File: config.mk
export PLATFORM = sky130hd
export DESIGN_NAME = btsu_core
export DESIGN_NICKNAME = d
export VERILOG_FILES = /design/src/inc/btsu_pkg.sv /design/src/btsu_popcnt.sv /design/src/btsu_lowbit.sv /design/src/btsu_core.sv
export VERILOG_INCLUDE_DIRS = /design/src /design/src/inc
export SDC_FILE = /design/constraint.sdc
export NUM_CORES = 1
export LEC_CHECK = 0
export BUFFER_PORTS_ARGS = -buffer_cell sky130_fd_sc_hd__buf_2
export CORE_ASPECT_RATIO = 0.7
export CORE_MARGIN = 2
export CORE_UTILIZATION = 51
export DETAILED_ROUTE_END_ITERATION = 10
export HOLD_SLACK_MARGIN = 0.12
export PLACE_DENSITY = 0.84
export REMOVE_ABC_BUFFERS = 1
export SLEW_MARGIN = 20
export SYNTH_ARGS = -nofsm -noshare
export SYNTH_HDL_FRONTEND = slang
export SYNTH_SLANG_ARGS = --single-unit
File: constraint.sdc
create_clock -name clock -period 6.27 [get_ports clock]
set_clock_uncertainty 0.15 [all_clocks]
set_input_delay 0.627 -clock clock [delete_from_list [all_inputs] [get_ports clock]]
set_output_delay 0.627 -clock clock [all_outputs]
set_load 0.02 [all_outputs]
File: src/inc/btsu_regs.svh
// Constants for the block transfer and swap unit
`ifndef BTSU_REGS_SVH
`define BTSU_REGS_SVH
// ==========================================================
// Register offsets (byte addresses on the register bus)
`define BTSU_CTRL_OFS 8'h00
`define BTSU_STATUS_OFS 8'h04
`define BTSU_CYCLES_OFS 8'h08
// ==========================================================
// Control fields and reset value
`define BTSU_CTRL_EN_BIT 0
`define BTSU_CTRL_BIG_BIT 1
`define BTSU_CTRL_RESET 2'h1
// ==========================================================
// Instruction field positions
`define BTSU_P_BIT 24
`define BTSU_U_BIT 23
`define BTSU_S_BIT 22
`define BTSU_W_BIT 21
`define BTSU_L_BIT 20
`define BTSU_BLK_CLASS 3'h4
`define BTSU_SWP_CLASS 5'h02
`define BTSU_SWP_MARK 8'h09
// ==========================================================
// Fixed values
`define BTSU_PC_IDX 4'hF
`define BTSU_PC_STORE_OFS 32'h0000000C
`define BTSU_WORD_STEP 32'h00000004
`define BTSU_RESP_OKAY 2'h0
`define BTSU_RESP_DECERR 2'h3
`endif

File: src/inc/btsu_pkg.sv
// Types shared by the block transfer and swap unit
package btsu_pkg;
    // Sequencer states
    typedef enum logic [3:0] {
        ST_IDLE = 4'b0000,
        ST_CALC = 4'b0001,
        ST_XFER = 4'b0010,
        ST_FIN = 4'b0011,
        ST_PCF1 = 4'b0100,
        ST_PCF2 = 4'b0101,
        ST_SWRD = 4'b0110,
        ST_SWWR = 4'b0111,
        ST_SWFIN = 4'b1000
    } btsu_state_t;
    // Bus cycle kinds shown on the memory side
    typedef enum logic [1:0] {
        CYC_N = 2'b00,
        CYC_S = 2'b01,
        CYC_I = 2'b10
    } btsu_cyc_t;
endpackage : btsu_pkg

File: src/btsu_popcnt.sv
// Counts the set bits of a register list
`timescale 1ns/100ps
`default_nettype none
module btsu_popcnt #(
    parameter int WIDTH = 16
) (
    input wire logic [WIDTH-1:0] mask,
    output logic [4:0] count
);
    // ==========================================================
    // Ones count
    always_comb begin
        count = 5'h00;
        for (int i = 0; i < WIDTH; i++) begin
            count = count + {4'h0, mask[i]};
        end
    end
endmodule : btsu_popcnt
`default_nettype wire

File: src/btsu_lowbit.sv
// Finds the lowest set bit of a register list
`timescale 1ns/100ps
`default_nettype none
module btsu_lowbit #(
    parameter int WIDTH = 16
) (
    input wire logic [WIDTH-1:0] mask,
    output logic [3:0] index
);
    // ==========================================================
    // Scan from the top so the lowest set bit wins
    always_comb begin
        index = 4'h0;
        for (int i = WIDTH - 1; i >= 0; i--) begin
            if (mask[i]) begin
                index = 4'(i);
            end
        end
    end
endmodule : btsu_lowbit
`default_nettype wire

File: src/btsu_core.sv
// Sequencer for load-multiple, store-multiple and atomic swap
`include "btsu_regs.svh"
`timescale 1ns/100ps
`default_nettype none
module btsu_core (
    input wire logic clock,
    input wire logic sys_rst,
    input wire logic instr_valid,
    input wire logic [31:0] instr_word,
    input wire logic [31:0] instr_addr,
    output logic instr_ready,
    output logic [3:0] rf_rd_idx,
    output logic rf_rd_user,
    input wire logic [31:0] rf_rd_data,
    output logic [3:0] rf_base_idx,
    input wire logic [31:0] rf_base_data,
    output logic rf_wr_en,
    output logic [3:0] rf_wr_idx,
    output logic rf_wr_user,
    output logic [31:0] rf_wr_data,
    output logic status_load,
    output logic mem_req,
    output logic mem_write,
    output logic mem_byte,
    output logic [31:0] mem_addr,
    output logic [31:0] mem_wdata,
    input wire logic [31:0] mem_rdata,
    input wire logic mem_abort,
    output logic mem_lock,
    output logic [1:0] mem_cyc,
    output logic irq_inhibit,
    output logic data_abort_trap,
    output logic instr_done,
    input wire logic [7:0] s_axi_awaddr,
    input wire logic s_axi_awvalid,
    output logic s_axi_awready,
    input wire logic [31:0] s_axi_wdata,
    input wire logic [3:0] s_axi_wstrb,
    input wire logic s_axi_wvalid,
    output logic s_axi_wready,
    output logic [1:0] s_axi_bresp,
    output logic s_axi_bvalid,
    input wire logic s_axi_bready,
    input wire logic [7:0] s_axi_araddr,
    input wire logic s_axi_arvalid,
    output logic s_axi_arready,
    output logic [31:0] s_axi_rdata,
    output logic [1:0] s_axi_rresp,
    output logic s_axi_rvalid,
    input wire logic s_axi_rready
);
    // ==========================================================
    // State
    btsu_pkg::btsu_state_t state_r; // Sequencer state
    logic load_r; // Load-multiple when set
    logic pre_r; // Adjust address before transfer
    logic up_r; // Ascending addresses
    logic wb_r; // Base write-back requested
    logic sbit_r; // User bank bit, or byte bit for swap
    logic user_r; // Transfers go to the user bank
    logic pcin_r; // Program counter in the list
    logic [4:0] n_r; // Words in the list
    logic [4:0] cnt_r; // Transfers still in flight
    logic [15:0] pend_r; // Registers not yet moved
    logic [3:0] dest_r; // Swap destination
    logic [31:0] orig_base_r; // Base before the instruction
    logic [31:0] new_base_r; // Base after write-back
    logic [31:0] hold_r; // Old memory value during swap
    logic [31:0] iaddr_r; // Instruction address
    logic abt_r; // Abort seen in this instruction
    logic [7:0] cyc_cnt_r; // Cycles spent so far
    logic ctrl_en_r; // Software enable
    logic big_r; // Big-endian lanes for byte swap
    logic st_abort_r; // Last instruction trapped
    logic st_bad_r; // Last word was not handled here
    logic [7:0] last_cyc_r; // Cycle count of last instruction
    logic swap_sel_r; // Current instruction is a swap
    // ==========================================================
    // Decode and datapath
    wire logic accept = instr_valid && instr_ready;
    wire logic is_blk = instr_word[27:25] == `BTSU_BLK_CLASS;
    wire logic is_swp = instr_word[27:23] == `BTSU_SWP_CLASS && instr_word[21:20] == 2'b00
        && instr_word[11:4] == `BTSU_SWP_MARK;
    wire logic [15:0] rd_bit = 16'h0001 << rf_rd_idx;
    // Next register to move is the lowest one left
    wire logic [15:0] pend_nxt = (state_r == btsu_pkg::ST_IDLE) ? instr_word[15:0]
        : (pend_r & ~rd_bit);
    wire logic [3:0] low_idx;
    wire logic [4:0] nwords;
    wire logic [31:0] span = {25'h0000000, n_r, 2'b00};
    // Start address and written-back base per mode
    wire logic [31:0] start_addr = up_r ? rf_base_data + (pre_r ? `BTSU_WORD_STEP : 32'h0)
        : rf_base_data - span + (pre_r ? 32'h0 : `BTSU_WORD_STEP);
    wire logic [31:0] base_nxt = up_r ? rf_base_data + span : rf_base_data - span;
    // Base stored first is old, later positions see new value
    wire logic base_fwd = rf_rd_idx == rf_base_idx && wb_r && state_r != btsu_pkg::ST_CALC;
    wire logic [31:0] store_data = (rf_rd_idx == `BTSU_PC_IDX) ? iaddr_r + `BTSU_PC_STORE_OFS
        : (base_fwd ? new_base_r : rf_rd_data);
    wire logic abort_now = mem_req && mem_abort;
    wire logic abt_any = abt_r || abort_now;
    // Byte lane follows the configured endianness
    wire logic [1:0] lane = big_r ? ~mem_addr[1:0] : mem_addr[1:0];
    wire logic [7:0] rbyte = mem_rdata[{lane, 3'b000} +: 8];
    wire logic [31:0] swap_val = sbit_r ? {24'h000000, rbyte} : mem_rdata;
    wire logic [31:0] restore = wb_r ? new_base_r : orig_base_r;
    wire logic [31:0] next_addr = mem_addr + `BTSU_WORD_STEP;

    btsu_lowbit #(.WIDTH(16)) u_lowbit (
        .mask(pend_nxt),
        .index(low_idx)
    );

    btsu_popcnt #(.WIDTH(16)) u_popcnt (
        .mask(instr_word[15:0]),
        .count(nwords)
    );

    // ==========================================================
    // Sequencer
    always_ff @(posedge clock) begin
        if (sys_rst) begin
            state_r <= btsu_pkg::ST_IDLE;
            {load_r, pre_r, up_r, wb_r, sbit_r, user_r, pcin_r, abt_r} <= 8'h00;
            {n_r, cnt_r} <= 10'h000;
            pend_r <= 16'h0000;
            dest_r <= 4'h0;
            {orig_base_r, new_base_r, hold_r, iaddr_r} <= 128'h0;
            {rf_rd_idx, rf_base_idx, rf_wr_idx} <= 12'h000;
            {rf_rd_user, rf_wr_en, rf_wr_user, status_load} <= 4'h0;
            rf_wr_data <= 32'h00000000;
            {mem_req, mem_write, mem_byte, mem_lock} <= 4'h0;
            {mem_addr, mem_wdata} <= 64'h0;
            mem_cyc <= btsu_pkg::CYC_I;
            {irq_inhibit, data_abort_trap, instr_done, instr_ready} <= 4'h0;
            {st_abort_r, st_bad_r} <= 2'h0;
            {cyc_cnt_r, last_cyc_r} <= 16'h0000;
        end else begin
            // Pulses and one-shot writes fall back by default
            rf_wr_en <= 1'b0;
            status_load <= 1'b0;
            data_abort_trap <= 1'b0;
            instr_done <= 1'b0;
            instr_ready <= 1'b0;
            cyc_cnt_r <= cyc_cnt_r + 8'h01;
            case (state_r)
                btsu_pkg::ST_IDLE: begin
                    cyc_cnt_r <= 8'h00;
                    instr_ready <= ctrl_en_r && !accept;
                    if (accept) begin
                        iaddr_r <= instr_addr;
                        pre_r <= instr_word[`BTSU_P_BIT];
                        up_r <= instr_word[`BTSU_U_BIT];
                        sbit_r <= instr_word[`BTSU_S_BIT];
                        wb_r <= instr_word[`BTSU_W_BIT] && is_blk;
                        load_r <= instr_word[`BTSU_L_BIT];
                        n_r <= nwords;
                        pcin_r <= instr_word[15];
                        abt_r <= 1'b0;
                        rf_base_idx <= instr_word[19:16];
                        if (is_blk) begin
                            // User bank when the S bit is set, unless a load also takes the PC
                            user_r <= instr_word[`BTSU_S_BIT]
                                && !(instr_word[`BTSU_L_BIT] && instr_word[15]);
                            rf_rd_user <= instr_word[`BTSU_S_BIT]
                                && !(instr_word[`BTSU_L_BIT] && instr_word[15]);
                            rf_rd_idx <= low_idx;
                            pend_r <= instr_word[15:0];
                            mem_cyc <= btsu_pkg::CYC_N;
                            irq_inhibit <= 1'b1;
                            state_r <= btsu_pkg::ST_CALC;
                        end else if (is_swp) begin
                            user_r <= 1'b0;
                            rf_rd_user <= 1'b0;
                            rf_rd_idx <= instr_word[3:0];
                            dest_r <= instr_word[15:12];
                            mem_cyc <= btsu_pkg::CYC_S;
                            irq_inhibit <= 1'b1;
                            state_r <= btsu_pkg::ST_CALC;
                        end else begin
                            // Not ours: retire at once and flag it
                            st_bad_r <= 1'b1;
                            instr_done <= 1'b1;
                        end
                    end
                end
                btsu_pkg::ST_CALC: begin
                    orig_base_r <= rf_base_data;
                    new_base_r <= base_nxt;
                    mem_req <= 1'b1;
                    if (is_swp_r()) begin
                        // Read the base address first, under lock
                        mem_addr <= rf_base_data;
                        mem_write <= 1'b0;
                        mem_byte <= sbit_r;
                        mem_lock <= 1'b1;
                        mem_wdata <= sbit_r ? {4{rf_rd_data[7:0]}} : rf_rd_data;
                        mem_cyc <= btsu_pkg::CYC_N;
                        state_r <= btsu_pkg::ST_SWRD;
                    end else begin
                        mem_addr <= start_addr;
                        mem_write <= !load_r;
                        mem_byte <= 1'b0;
                        mem_wdata <= store_data;
                        // Store issues its first word now; loads use data later
                        mem_cyc <= load_r ? btsu_pkg::CYC_S : btsu_pkg::CYC_N;
                        cnt_r <= n_r;
                        if (!load_r) begin
                            pend_r <= pend_nxt;
                            rf_rd_idx <= low_idx;
                        end
                        // Write-back lands at the end of the second cycle
                        rf_wr_en <= wb_r;
                        rf_wr_idx <= rf_base_idx;
                        rf_wr_user <= 1'b0;
                        rf_wr_data <= base_nxt;
                        state_r <= btsu_pkg::ST_XFER;
                    end
                end
                btsu_pkg::ST_XFER: begin
                    abt_r <= abt_any;
                    cnt_r <= cnt_r - 5'h01;
                    mem_cyc <= btsu_pkg::CYC_S;
                    mem_addr <= next_addr;
                    pend_r <= pend_nxt;
                    rf_rd_idx <= low_idx;
                    if (load_r) begin
                        // Loaded base wins over write-back; abort stops writes
                        rf_wr_en <= !abt_any;
                        rf_wr_idx <= rf_rd_idx;
                        rf_wr_user <= user_r;
                        rf_wr_data <= mem_rdata;
                        // Status copied with the PC load
                        status_load <= !abt_any && sbit_r && rf_rd_idx == `BTSU_PC_IDX;
                        if (cnt_r == 5'h01) begin
                            mem_req <= 1'b0;
                            mem_cyc <= btsu_pkg::CYC_I;
                            if (abt_any) begin
                                // Slot of the lost load restores the base
                                rf_wr_en <= 1'b1;
                                rf_wr_idx <= rf_base_idx;
                                rf_wr_user <= 1'b0;
                                rf_wr_data <= restore;
                            end
                            state_r <= btsu_pkg::ST_FIN;
                        end
                    end else begin
                        // Stores run on through an abort
                        mem_wdata <= store_data;
                        if (cnt_r == 5'h01) begin
                            mem_req <= 1'b0;
                            mem_write <= 1'b0;
                            mem_cyc <= btsu_pkg::CYC_I;
                            finish(abt_any);
                        end
                    end
                end
                btsu_pkg::ST_FIN: begin
                    if (pcin_r && !abt_r) begin
                        // Refill after a PC load
                        mem_cyc <= btsu_pkg::CYC_S;
                        state_r <= btsu_pkg::ST_PCF1;
                    end else begin
                        finish(abt_r);
                    end
                end
                btsu_pkg::ST_PCF1: begin
                    mem_cyc <= btsu_pkg::CYC_N;
                    state_r <= btsu_pkg::ST_PCF2;
                end
                btsu_pkg::ST_PCF2: begin
                    mem_cyc <= btsu_pkg::CYC_I;
                    finish(abt_r);
                end
                btsu_pkg::ST_SWRD: begin
                    // Read cycle: keep old value, go straight to the write
                    abt_r <= abt_any;
                    hold_r <= swap_val;
                    mem_write <= 1'b1;
                    state_r <= btsu_pkg::ST_SWWR;
                end
                btsu_pkg::ST_SWWR: begin
                    abt_r <= abt_any;
                    // Lock falls as the write completes
                    mem_lock <= 1'b0;
                    mem_req <= 1'b0;
                    mem_write <= 1'b0;
                    mem_cyc <= btsu_pkg::CYC_I;
                    rf_wr_en <= !abt_any;
                    rf_wr_idx <= dest_r;
                    rf_wr_user <= 1'b0;
                    rf_wr_data <= hold_r;
                    state_r <= btsu_pkg::ST_SWFIN;
                end
                btsu_pkg::ST_SWFIN: begin
                    finish(abt_r);
                end
                default: begin
                    state_r <= btsu_pkg::ST_IDLE;
                end
            endcase
        end
    end

    // Swap flag is captured at the take, so stale list fields never steer CALC
    function automatic logic is_swp_r();
        return swap_sel_r;
    endfunction : is_swp_r

    always_ff @(posedge clock) begin
        if (sys_rst) begin
            swap_sel_r <= 1'b0;
        end else if (accept) begin
            swap_sel_r <= is_swp && !is_blk;
        end
    end

    // Common ending: report, trap if needed, return to idle
    task automatic finish(input logic trap);
        state_r <= btsu_pkg::ST_IDLE;
        instr_done <= 1'b1;
        data_abort_trap <= trap;
        st_abort_r <= trap;
        st_bad_r <= 1'b0;
        last_cyc_r <= cyc_cnt_r + 8'h01;
        irq_inhibit <= 1'b0;
        instr_ready <= ctrl_en_r;
    endtask : finish

    // ==========================================================
    // Register bus: write channel, address and data taken together
    wire logic wr_go = s_axi_awready && s_axi_awvalid && s_axi_wvalid;
    wire logic wr_ctrl = s_axi_awaddr == `BTSU_CTRL_OFS;
    always_ff @(posedge clock) begin
        if (sys_rst) begin
            {s_axi_awready, s_axi_wready, s_axi_bvalid} <= 3'h0;
            s_axi_bresp <= `BTSU_RESP_OKAY;
            {big_r, ctrl_en_r} <= `BTSU_CTRL_RESET;
        end else begin
            s_axi_awready <= s_axi_awvalid && s_axi_wvalid && !s_axi_awready && !s_axi_bvalid;
            s_axi_wready <= s_axi_awvalid && s_axi_wvalid && !s_axi_awready && !s_axi_bvalid;
            if (wr_go) begin
                s_axi_bvalid <= 1'b1;
                s_axi_bresp <= wr_ctrl || s_axi_awaddr == `BTSU_STATUS_OFS
                    || s_axi_awaddr == `BTSU_CYCLES_OFS ? `BTSU_RESP_OKAY : `BTSU_RESP_DECERR;
                if (wr_ctrl && s_axi_wstrb[0]) begin
                    ctrl_en_r <= s_axi_wdata[`BTSU_CTRL_EN_BIT];
                    big_r <= s_axi_wdata[`BTSU_CTRL_BIG_BIT];
                end
            end else if (s_axi_bready) begin
                s_axi_bvalid <= 1'b0;
            end
        end
    end

    // ==========================================================
    // Register bus: read channel
    wire logic rd_go = s_axi_arready && s_axi_arvalid;
    wire logic [31:0] rd_mux = (s_axi_araddr == `BTSU_CTRL_OFS) ? {30'h0, big_r, ctrl_en_r}
        : (s_axi_araddr == `BTSU_STATUS_OFS)
            ? {29'h0, st_bad_r, st_abort_r, state_r != btsu_pkg::ST_IDLE}
        : (s_axi_araddr == `BTSU_CYCLES_OFS) ? {24'h000000, last_cyc_r} : 32'h00000000;
    wire logic rd_hit = s_axi_araddr == `BTSU_CTRL_OFS || s_axi_araddr == `BTSU_STATUS_OFS
        || s_axi_araddr == `BTSU_CYCLES_OFS;
    always_ff @(posedge clock) begin
        if (sys_rst) begin
            {s_axi_arready, s_axi_rvalid} <= 2'h0;
            s_axi_rdata <= 32'h00000000;
            s_axi_rresp <= `BTSU_RESP_OKAY;
        end else begin
            s_axi_arready <= s_axi_arvalid && !s_axi_arready && !s_axi_rvalid;
            if (rd_go) begin
                s_axi_rvalid <= 1'b1;
                s_axi_rdata <= rd_mux;
                s_axi_rresp <= rd_hit ? `BTSU_RESP_OKAY : `BTSU_RESP_DECERR;
            end else if (s_axi_rready) begin
                s_axi_rvalid <= 1'b0;
            end
        end
    end
endmodule : btsu_core
`default_nettype wire

Yosys cells after proc, flatten, opt, wreduce, memory -nomap -nowiden. Cells that the tools add are included.

Multipliers: 0. Add/subtract/negate cells: 23. Magnitude comparators: 0. Div/mod/pow operators: 0. Equal/unequal tests: 32. Muxes and demuxes: 135. Bitwise operators: 6. Shift-type cells: 2. Reduce and logical (&&, ||, !) cells: 78.

Operators by type and width (count): 32-bit 2-to-1 mux (14); 32-bit one-hot mux with 2 select lines (2); 4-bit 2-to-1 mux (31); 32-bit one-hot mux with 3 select lines (1); 16-bit 2-to-1 mux (5); 5-bit by 1-bit adder with 5-bit output (14); 32-bit by 3-bit adder with 32-bit output (2); 8-bit 2-to-1 mux (6); 16-bit one-hot mux with 3 select lines (1); 1-bit 2-to-1 mux (44); 32-bit by 3-bit adder with 32-bit output, second input constant (1); 32-bit by 4-bit adder with 32-bit output, second input constant (1); 32-bit by 7-bit adder with 32-bit output (1); 32-bit by 6-bit variable part select with 8-bit output (1); 32-bit by 7-bit subtractor with 32-bit output (1); 4-bit one-hot mux with 7 select lines (1); 8-bit by 4-bit equality test with 1-bit output, second input constant (3); 2-bit inequality test, second input constant (12); 4-bit one-hot mux with 3 select lines (2); 8-bit one-hot mux with 3 select lines (1); 1-bit logical AND (23); 1-bit one-hot mux with 4 select lines (5); 16-bit bitwise AND (1); 4-bit by 3-bit equality test with 1-bit output, second input constant (4); other kinds (41) (99).

Bits in read-only memories: 0. Memory bits (writable): 0. Word-level logic and storage cells: 325. Memories kept: 0. Input port bits: 221. Flip-flop bits (word level): 352. Bits in latches: 0.

Longest topological paths before layout. Gate-level depths: netlist of run 1.

Depth after elaboration: 23. Mapped depth: 15. Mapped depth without buffers: 15.

Hierarchy. From an unflattened synthesis of run 1, not the netlist that was laid out.

Cell total of the unflattened synthesis: 2722. Area, all modules: 20133.1 um^2.

By module, submodules not included: btsu_core (times used 1, area an instance 19580.0 um^2, cells each 2653); btsu_popcnt (times used 1, area an instance 374.1 um^2, cells each 38); btsu_lowbit (times used 1, area an instance 178.9 um^2, cells each 31).

Least setup slack after synthesis of run 1. No wires, ideal clock.

Kind: input to register. Start: input port instr_word[0]. End: register n_r[2]. Buffers on the path: 0. Stages: 14. Library setup time: 86 ps. Arrival: 4126 ps. Slack: 1908 ps. Required time: 6034 ps. Cell sequence: ha_1 -> inv_1 -> fa_1 -> inv_1 -> fa_1 -> fa_1 -> inv_1 -> fa_1 -> inv_1 -> fa_1 -> fa_1 -> xor2_1 -> nor2_1 -> a211oi_1.

Longest elaborated chain between the ends: 15.

RTL lines: start, declared (RTL line btsu_core.sv:9) `input wire logic [31:0] instr_word,`; 1-bit by 1-bit adder with 2-bit output (RTL line btsu_popcnt.sv:15) `count = count + {4'h0, mask[i]};`; 5-bit by 1-bit adder with 5-bit output (14 in series) (RTL line btsu_popcnt.sv:15); end signal, assigned (RTL line btsu_core.sv:156) `n_r <= nwords;`; end, declared (RTL line btsu_core.sv:62) `logic [4:0] n_r;`.

Every way passes these cells. A chain may end at the register's enable or synchronous reset.

Worst setup path after layout of run 1.
Start: register n_r[0]. End: register mem_addr[30].

Longest elaborated chain between the ends: 5.

RTL lines: 32-bit by 7-bit subtractor with 32-bit output (RTL line btsu_core.sv:93) `` : rf_base_data - span + (pre_r ? 32'h0 : `BTSU_WORD_STEP); ``; 32-bit by 3-bit adder with 32-bit output (RTL line btsu_core.sv:93); 32-bit 2-to-1 mux (RTL line btsu_core.sv:92) `` wire logic [31:0] start_addr = up_r ? rf_base_data + (pre_r ? `BTSU_WORD_STEP : 32'h0) ``; 32-bit 2-to-1 mux (RTL line btsu_core.sv:190) `if (is_swp_r()) begin`; 32-bit one-hot mux with 2 select lines (RTL line btsu_core.sv:145) `case (state_r)`; end signal, assigned (RTL line btsu_core.sv:192) `mem_addr <= rf_base_data;`; end signal, assigned (RTL line btsu_core.sv:200) `mem_addr <= start_addr;`; end signal, assigned (RTL line btsu_core.sv:223) `mem_addr <= next_addr;`; end, declared (RTL line btsu_core.sv:25) `output logic [31:0] mem_addr,`.

Every way passes these cells.

==> out/metrics.yaml, run 1 <==
outcome:
  status: "complete, no violations"
routing:
  drt_pass1_iterations: 6
  post_drt_via_cell_ratio: 6.41
  initialDrtViolationCount: 2980
  wl_per_cell_um: 22.0
  ant_nets: 0
  post-route-drc-count: 0
  postRouteWirelength_um: 75700
  via_count: 22044
job:
  max-cap-violations: 0
timing:
  hold_viol_final: 0
  timing.final.crit_period_ns: 4.47
  timing.final.max_slew_violations: 0
  fin_worst_hold_slack_ns: 0.147
  setup_ws_ns: 1.80
  final.setup.tns_ns: 0
  report.final.setup_viol: 0
  worst_slew_pin_slew_ns: 1.21
  clock.fmax_ghz: 0.224
  worst_slew_margin_rel_pct: 19.7
  final.period_utilization_pct: 71.3
  grt_setup_unrepaired: "false"
synthesis:
  syn_area_per_cell_um2: 7.44
  ys_top_cells_by_area: "sky130_fd_sc_hd__dfxtp_1 32%, sky130_fd_sc_hd__a21oi_1 8.2%, sky130_fd_sc_hd__nand2_1 7.4%"
  synthesis.area_um2: 20200
  yosys-top-cells-count: "395 x sky130_fd_sc_hd__nand2_1, 331 x sky130_fd_sc_hd__a21oi_1, 324 x sky130_fd_sc_hd__dfxtp_1, 303 x sky130_fd_sc_hd__nor2_1, 195 x sky130_fd_sc_hd__clkbuf_1"
  async_flop_share_pct: 0
  netlist-cell-type-count: 86
  synthMostInstantiatedCell: "sky130_fd_sc_hd__nand2_1"
  synth_area_leader_cell: "sky130_fd_sc_hd__dfxtp_1"
  post_synth_edffs: 0
  yosys_register_bits: 324
  synth_seq_area_share_pct: 32.2
  synth_top_area_share_pct: 32.2
  ys.warnings.count: 0
  synth_cells: 2710
  synth_flop_cell: "sky130_fd_sc_hd__dfxtp_1"
worst_setup_path:
  critPathCaptureType: "register"
  crit_path_arrival_time_ns: 4.71
  origin_of_the_worst_setup_path: "n_r[0]$_SDFFE_PP0P_"
  reg2reg_depth: 13
  r2r_start: "n_r[0]$_SDFFE_PP0P_"
  setup_slack_reg_to_reg_ns: 1.80
  crit_path_start_kind: "register"
  critPathMaxFanout: 12
  regToRegEndpoint: "mem_addr[30]$_SDFFE_PP0N_"
  timing.critical_path.to: "mem_addr[30]$_SDFFE_PP0N_"
  required_ns: 6.51
  critical_path_class: "register to register"
floorplanning:
  die_area_um2: 41100
  start_util_pct: 52.1
  floorplan.die.width_um: 242
  floorplan.io_pins: 384
  rows: 60
  core-area_um2: 38700
  die_h_um: 170
power_and_ir_drop:
  power.internal_mw: 3.73
  peakVddDrop_v: 0.000149
  share_seq_of_total_power_pct: 40.7
  power.clock.fraction_pct: 42.5
  p_leak_nw: 8.54
  comb_power_share_pct: 16.7
  power_per_cell_area_nw_per_um2: 229
  switching_share_pct: 29.5
  p_total_mw: 5.28
  net-switching-power_mw: 1.56
cells_and_area:
  layout.nets: 3135
  area.growth.synth_to_final_pct: 14.6
  final_layout_size_suffix_gt1_share_pct: 16.5
  fin_util_pct: 59.7
clock_tree:
  cts_post_setup_buffers_inserted: 0
  htreeDepth: 2
  insertion_delay_ns: 0.56
  cts_tree: "yes"
  clk_pin_slew_worst_paths_ns: 0.06
  cts.sink_count: 324
  cts_repair_resize_count: 0
  clock_tree.buffer_depth: 3
  cts.hold.buffers_added: 0
  numCtsBuffers: 36
  cts_root_buf: "sky130_fd_sc_hd__clkbuf_16"
global_routing:
  track_usage_pct: 34.8
  antenna_found_initial: 8
  grt_pass1_wl_um: 114000
  pin_count_of_the_biggest_net_entering_global_routing: 194
  first_global_vias: 20095
  grt_remaining_overflow: 0
placed_design:
  gpl.final_weighted_congestion: 0.967
  dp_worst_setup_slack_ns: 1.53
  post-dp-hpwl_um: 53800
  port_buffers: 322
min_path:
  worstHoldPathType: "primary input to register"
area by class of cell:
| class | count | area [um^2] |
|---|---|---|
| Antenna cell | 8 | 20.0 |
| Clock buffer | 48 | 1010 |
| Clock inverter | 18 | 211 |
| Fill cell | 3446 | 15600 |
| Inverter | 45 | 169 |
| Multi-Input combinational cell | 2117 | 12600 |
| Sequential cell | 324 | 6490 |
| Tap cell | 527 | 659 |
| Timing Repair Buffer | 354 | 1900 |
stage by stage:
stage	cell area, um^2	std cells
6_report	23100	3441
5_1_grt	23100	3441
4_1_cts	23000	3431
3_5_place_dp	21800	3365
3_3_place_gp	21800	3365
2_1_floorplan	19200	2486
worst min path at each step:
stage	start	endpoint	slack, ns	depth (start not counted)
2_1_floorplan	ctrl_en_r$_SDFFE_PP1P_	instr_ready$_SDFF_PP0_	0.27	2
3_3_place_gp	s_axi_rvalid$_SDFFE_PP0P_	s_axi_arready$_SDFF_PP0_	0.28	1
3_5_place_dp	s_axi_bvalid$_SDFFE_PP0P_	s_axi_wready$_SDFF_PP0_	0.29	1
4_1_cts	s_axi_wdata[0]	ctrl_en_r$_SDFFE_PP1P_	0.14	3
5_1_grt	s_axi_wdata[0]	ctrl_en_r$_SDFFE_PP1P_	0.17	3
6_report	s_axi_wdata[0]	ctrl_en_r$_SDFFE_PP1P_	0.15	3
worst max-delay path: stages (launching register included):
cell	delay [ns]
sky130_fd_sc_hd__dfxtp_1	0.43
sky130_fd_sc_hd__ha_1	0.22
sky130_fd_sc_hd__inv_1	0.06
sky130_fd_sc_hd__fa_1	0.43
sky130_fd_sc_hd__a211oi_1	0.67
sky130_fd_sc_hd__o21ai_1	0.17
sky130_fd_sc_hd__buf_4	0.21
sky130_fd_sc_hd__or4_1	0.41
sky130_fd_sc_hd__a211o_1	0.34
sky130_fd_sc_hd__a221oi_4	0.43
sky130_fd_sc_hd__and4_1	0.37
sky130_fd_sc_hd__nand4_1	0.12
sky130_fd_sc_hd__a31oi_1	0.20
sky130_fd_sc_hd__o22ai_1	0.08
metal layers:
| metal | wire length [um] | up-vias | global-route usage, % | share of wire [%] |
|---|---|---|---|---|
| met1 | 31100 | 10484 | 47.4 | 41 |
| met3 | 8400 | 211 | 7.92 | 11 |
| met5 | 0 | - | 0 | 0 |
| met4 | 3530 | 0 | 16.0 | 4.7 |
| met2 | 32700 | 1367 | 52.3 | 43 |
| li1 | - | 9982 | - | - |
power by group through the flow:
| stage | registers (mW) | clock network [mW] | logic, mW |
|---|---|---|---|
| after detailed placement | 2.20 | 0 | 0.850 |
| after global placement | 2.19 | 0 | 0.829 |
| after global routing | 2.16 | 2.32 | 0.955 |
| final | 2.15 | 2.25 | 0.883 |
| after CTS | 2.15 | 2.25 | 0.857 |
| after floorplan | 2.22 | 0 | 0.487 |
cell families (layout without fill, tap and decap cells):
group | Yosys count | count (layout) | synth area share [%]
simple gates | 1033 | 1033 | 23.5
other cells | 1 | 32 | 0.0186
fa+ha+maj | 36 | 36 | 2.68
flops | 324 | 324 | 32.2
xor+xnor | 104 | 104 | 4.52
buf+inv | 292 | 465 | 6.08
mux | 120 | 120 | 6.50
compound gates | 800 | 800 | 24.5
cells in the final DEF, fill, tap and decap left out, types with 14 or more instances in the layout:
master / synthesis / routed
sky130_fd_sc_hd__a211oi_1: 90 / 90
sky130_fd_sc_hd__a21oi_1: 331 / 330
sky130_fd_sc_hd__a221oi_1: 28 / 28
sky130_fd_sc_hd__a22oi_1: 17 / 17
sky130_fd_sc_hd__a31oi_1: 21 / 21
sky130_fd_sc_hd__and2_1: 15 / 15
sky130_fd_sc_hd__and3_1: 26 / 26
sky130_fd_sc_hd__buf_2: 8 / 321
sky130_fd_sc_hd__buf_4: 28 / 29
sky130_fd_sc_hd__clkbuf_16: 0 / 37
sky130_fd_sc_hd__conb_1: 1 / 24
sky130_fd_sc_hd__dfxtp_1: 324 / 321
sky130_fd_sc_hd__ha_1: 24 / 24
sky130_fd_sc_hd__inv_1: 43 / 43
sky130_fd_sc_hd__mux2i_1: 105 / 105
sky130_fd_sc_hd__nand2_1: 395 / 394
sky130_fd_sc_hd__nand2b_1: 17 / 17
sky130_fd_sc_hd__nand3_1: 66 / 65
sky130_fd_sc_hd__nand3b_1: 29 / 29
sky130_fd_sc_hd__nand4_1: 35 / 35
sky130_fd_sc_hd__nor2_1: 303 / 292
sky130_fd_sc_hd__nor3_1: 56 / 55
sky130_fd_sc_hd__nor4_1: 20 / 18
sky130_fd_sc_hd__o211ai_1: 17 / 17
sky130_fd_sc_hd__o21ai_0: 154 / 153
sky130_fd_sc_hd__o221ai_1: 18 / 18
sky130_fd_sc_hd__o22ai_1: 15 / 15
sky130_fd_sc_hd__or3_1: 14 / 14
sky130_fd_sc_hd__xnor2_1: 58 / 58
sky130_fd_sc_hd__xor2_1: 46 / 46
flip-flops by register name, summed over array words and instances, names as in the netlist, 4 cells and up:
signal	count
rf_base_idx	4
last_cyc_r	8
pend_r	16
cyc_cnt_r	8
new_base_r	30
orig_base_r	32
cnt_r	5
iaddr_r	32
hold_r	32
rf_rd_idx	4
n_r	5
rf_wr_idx	4
state_r	4
s_axi_rdata	8
mem_wdata	32
dest_r	4
rf_wr_data	32
mem_addr	32
Note: power is estimated with default switching activity, not from simulation.
==> inputs of run 2 (changes only) <==
- PLACE_DENSITY: 0.84 -> 0.87
- clock period: 6.27 -> 3.73 ns (I/O delays scaled with it)
==> out/metrics.yaml, run 2 (synthesis results as in run 1) <==
floorplanning:
  core-area_um2: 38700
  rows: 60
  floorplan.io_pins: 384
  die_h_um: 170
  die_area_um2: 41100
  start_util_pct: 52.1
  floorplan.die.width_um: 242
clock_tree:
  cts_tree: "yes"
  numCtsBuffers: 34
  clock_tree.buffer_depth: 3
  cts_root_buf: "sky130_fd_sc_hd__clkbuf_16"
  insertion_delay_ns: 0.55
  clk_pin_slew_worst_paths_ns: 0.06
  cts.sink_count: 324
  htreeDepth: 2
routing:
  wl_per_cell_um: 22.2
  initialDrtViolationCount: 3551
  post_drt_via_cell_ratio: 6.44
  drt_pass1_iterations: 6
  post-route-drc-count: 0
  via_count: 23707
  postRouteWirelength_um: 81900
  ant_nets: 0
worst_setup_path:
  critPathCaptureType: "register"
  crit_path_arrival_time_ns: 3.97
  required_ns: 4.01
  setup_slack_reg_to_reg_ns: 0.04
  critical_path_class: "register to register"
  critPathMaxFanout: 5
  crit_path_start_kind: "register"
global_routing:
  track_usage_pct: 37.7
  antenna_found_initial: 1
  grt_pass1_wl_um: 123000
  grt_remaining_overflow: 0
  first_global_vias: 22160
  pin_count_of_the_biggest_net_entering_global_routing: 203
timing:
  worst_slew_margin_rel_pct: 20.6
  timing.final.crit_period_ns: 3.69
  grt_setup_unrepaired: "true"
  hold_viol_final: 0
  clock.fmax_ghz: 0.271
  final.period_utilization_pct: 98.9
  timing.final.max_slew_violations: 0
  worst_slew_pin_slew_ns: 1.19
  final.setup.tns_ns: 0
  setup_ws_ns: 0.0398
  report.final.setup_viol: 0
placed_design:
  post-dp-hpwl_um: 57200
  dpl_cell_area_um2: 22900
  dp_worst_setup_slack_ns: -0.699
  gpl.final_weighted_congestion: 1.01
  port_buffers: 322
cells_and_area:
  mostFrequentLayoutCells: "394 x sky130_fd_sc_hd__nand2_1, 328 x sky130_fd_sc_hd__a21oi_1, 321 x sky130_fd_sc_hd__dfxtp_1, 319 x sky130_fd_sc_hd__buf_2, 291 x sky130_fd_sc_hd__nor2_1"
  commonest_non_fill_non_tap_cell_in_the_layout: "sky130_fd_sc_hd__nand2_1"
  layout.nets: 3389
  multiInputGateArea_um2: 12700
  final_layout_size_suffix_gt1_share_pct: 20.0
  fin_area_um2: 25400
  area.growth.synth_to_final_pct: 26.2
  regArea_um2: 6490
  number_of_fill_cells_in_the_layout: 3191
power_and_ir_drop:
  power.clock.fraction_pct: 39.8
  comb_power_share_pct: 19.6
  power.internal_mw: 6.30
  p_leak_nw: 9.74
  power_per_cell_area_nw_per_um2: 351
  switching_share_pct: 29.5
  net-switching-power_mw: 2.63
  share_seq_of_total_power_pct: 40.6
  p_total_mw: 8.93
  peakVddDrop_v: 0.000330
min_path:
  worstHoldPathType: "primary input to register"
outcome:
  status: "complete, no violations"
job:
  max-cap-violations: 0
[run 2: changes by cell type in the layout (fill, tap and decap cells not counted), moves of 3 or more]
cell / previous run / this run
sky130_fd_sc_hd__fa_1: 12 / 9
sky130_fd_sc_hd__clkinv_2: 8 / 4
sky130_fd_sc_hd__clkinvlp_4: 3 / 0
sky130_fd_sc_hd__buf_4: 29 / 162
sky130_fd_sc_hd__fa_2: 0 / 3
sky130_fd_sc_hd__buf_12: 3 / 9
sky130_fd_sc_hd__clkbuf_1: 7 / 10
sky130_fd_sc_hd__diode_2: 8 / 1
sky130_fd_sc_hd__dlygate4sd3_1: 0 / 116
[run 2: area by class of cell]
class                      count  share of cell area [%]
clock inverter                11                   0.630
clock buffer                  49                    3.81
multi-input combinational   2117                    50.2
timing repair buffer         610                    16.6
inverter                      45                   0.664
antenna                        1                 0.00984
sequential                   324                    25.5
tap                          527                    2.59
[run 2: through the flow]
step	hold WS, ns	util [%]	std cells
3_5_place_dp	0.294	59.3	3503
5_1_grt	0.156	65.8	3684
3_3_place_gp	0.281	59.3	3503
2_1_floorplan	0.272	-	2486
4_1_cts	0.124	65.3	3679
6_report	0.137	65.8	3684
[run 2: metal layers]
layer / vias up / track usage, % / share of wire (%)
li1: 10479 / - / -
met1: 11131 / 50.5 / 39
met2: 1733 / 57.3 / 43
met3: 364 / 8.78 / 13
met4: 0 / 18.3 / 5.5
met5: - / 0 / 0
[run 2: final timing paths]
check                             start                    endpoint  depth (start not counted)
max                 n_r[3]$_SDFFE_PP0P_   mem_addr[27]$_SDFFE_PP0N_                         11
min                     rf_base_data[2]  new_base_r[2]$_SDFFE_PP0P_                          4
max reg2reg         n_r[3]$_SDFFE_PP0P_   mem_addr[27]$_SDFFE_PP0N_                         11
min reg2reg  mem_wdata[22]$_SDFFE_PP0P_  mem_wdata[22]$_SDFFE_PP0P_                          2
[run 2: power by group through the flow]
stage | sequential (mW) | combinational, mW | clock, mW
after floorplan | 3.73 | 0.818 | 0
after global placement | 3.69 | 1.52 | 0
after detailed placement | 3.70 | 1.55 | 0
after CTS | 3.62 | 1.66 | 3.56
after global routing | 3.63 | 1.88 | 3.67
final | 3.63 | 1.75 | 3.55
[run 2: repair_timing]
action / 4_1_cts / 5_1_grt
gates resized for setup: 2 / 30
setup buffers: 0 / 3
endpoints found under the setup margin: 2 / 23
pin swaps: 2 / 12
hold buffers: 116 / 0
endpoints found under the hold margin: 135 / 0
[run 2: critical path: stages, from the launching register on]
cell	delay, ns
sky130_fd_sc_hd__dfxtp_1	0.32
sky130_fd_sc_hd__inv_1	0.07
sky130_fd_sc_hd__ha_1	0.34
sky130_fd_sc_hd__o21ai_0	0.54
sky130_fd_sc_hd__o21ai_2	0.20
sky130_fd_sc_hd__or4_1	0.43
sky130_fd_sc_hd__a211o_1	0.36
sky130_fd_sc_hd__a221oi_4	0.38
sky130_fd_sc_hd__buf_4	0.20
sky130_fd_sc_hd__nand4_1	0.12
sky130_fd_sc_hd__nand4bb_1	0.27
sky130_fd_sc_hd__and3_1	0.20
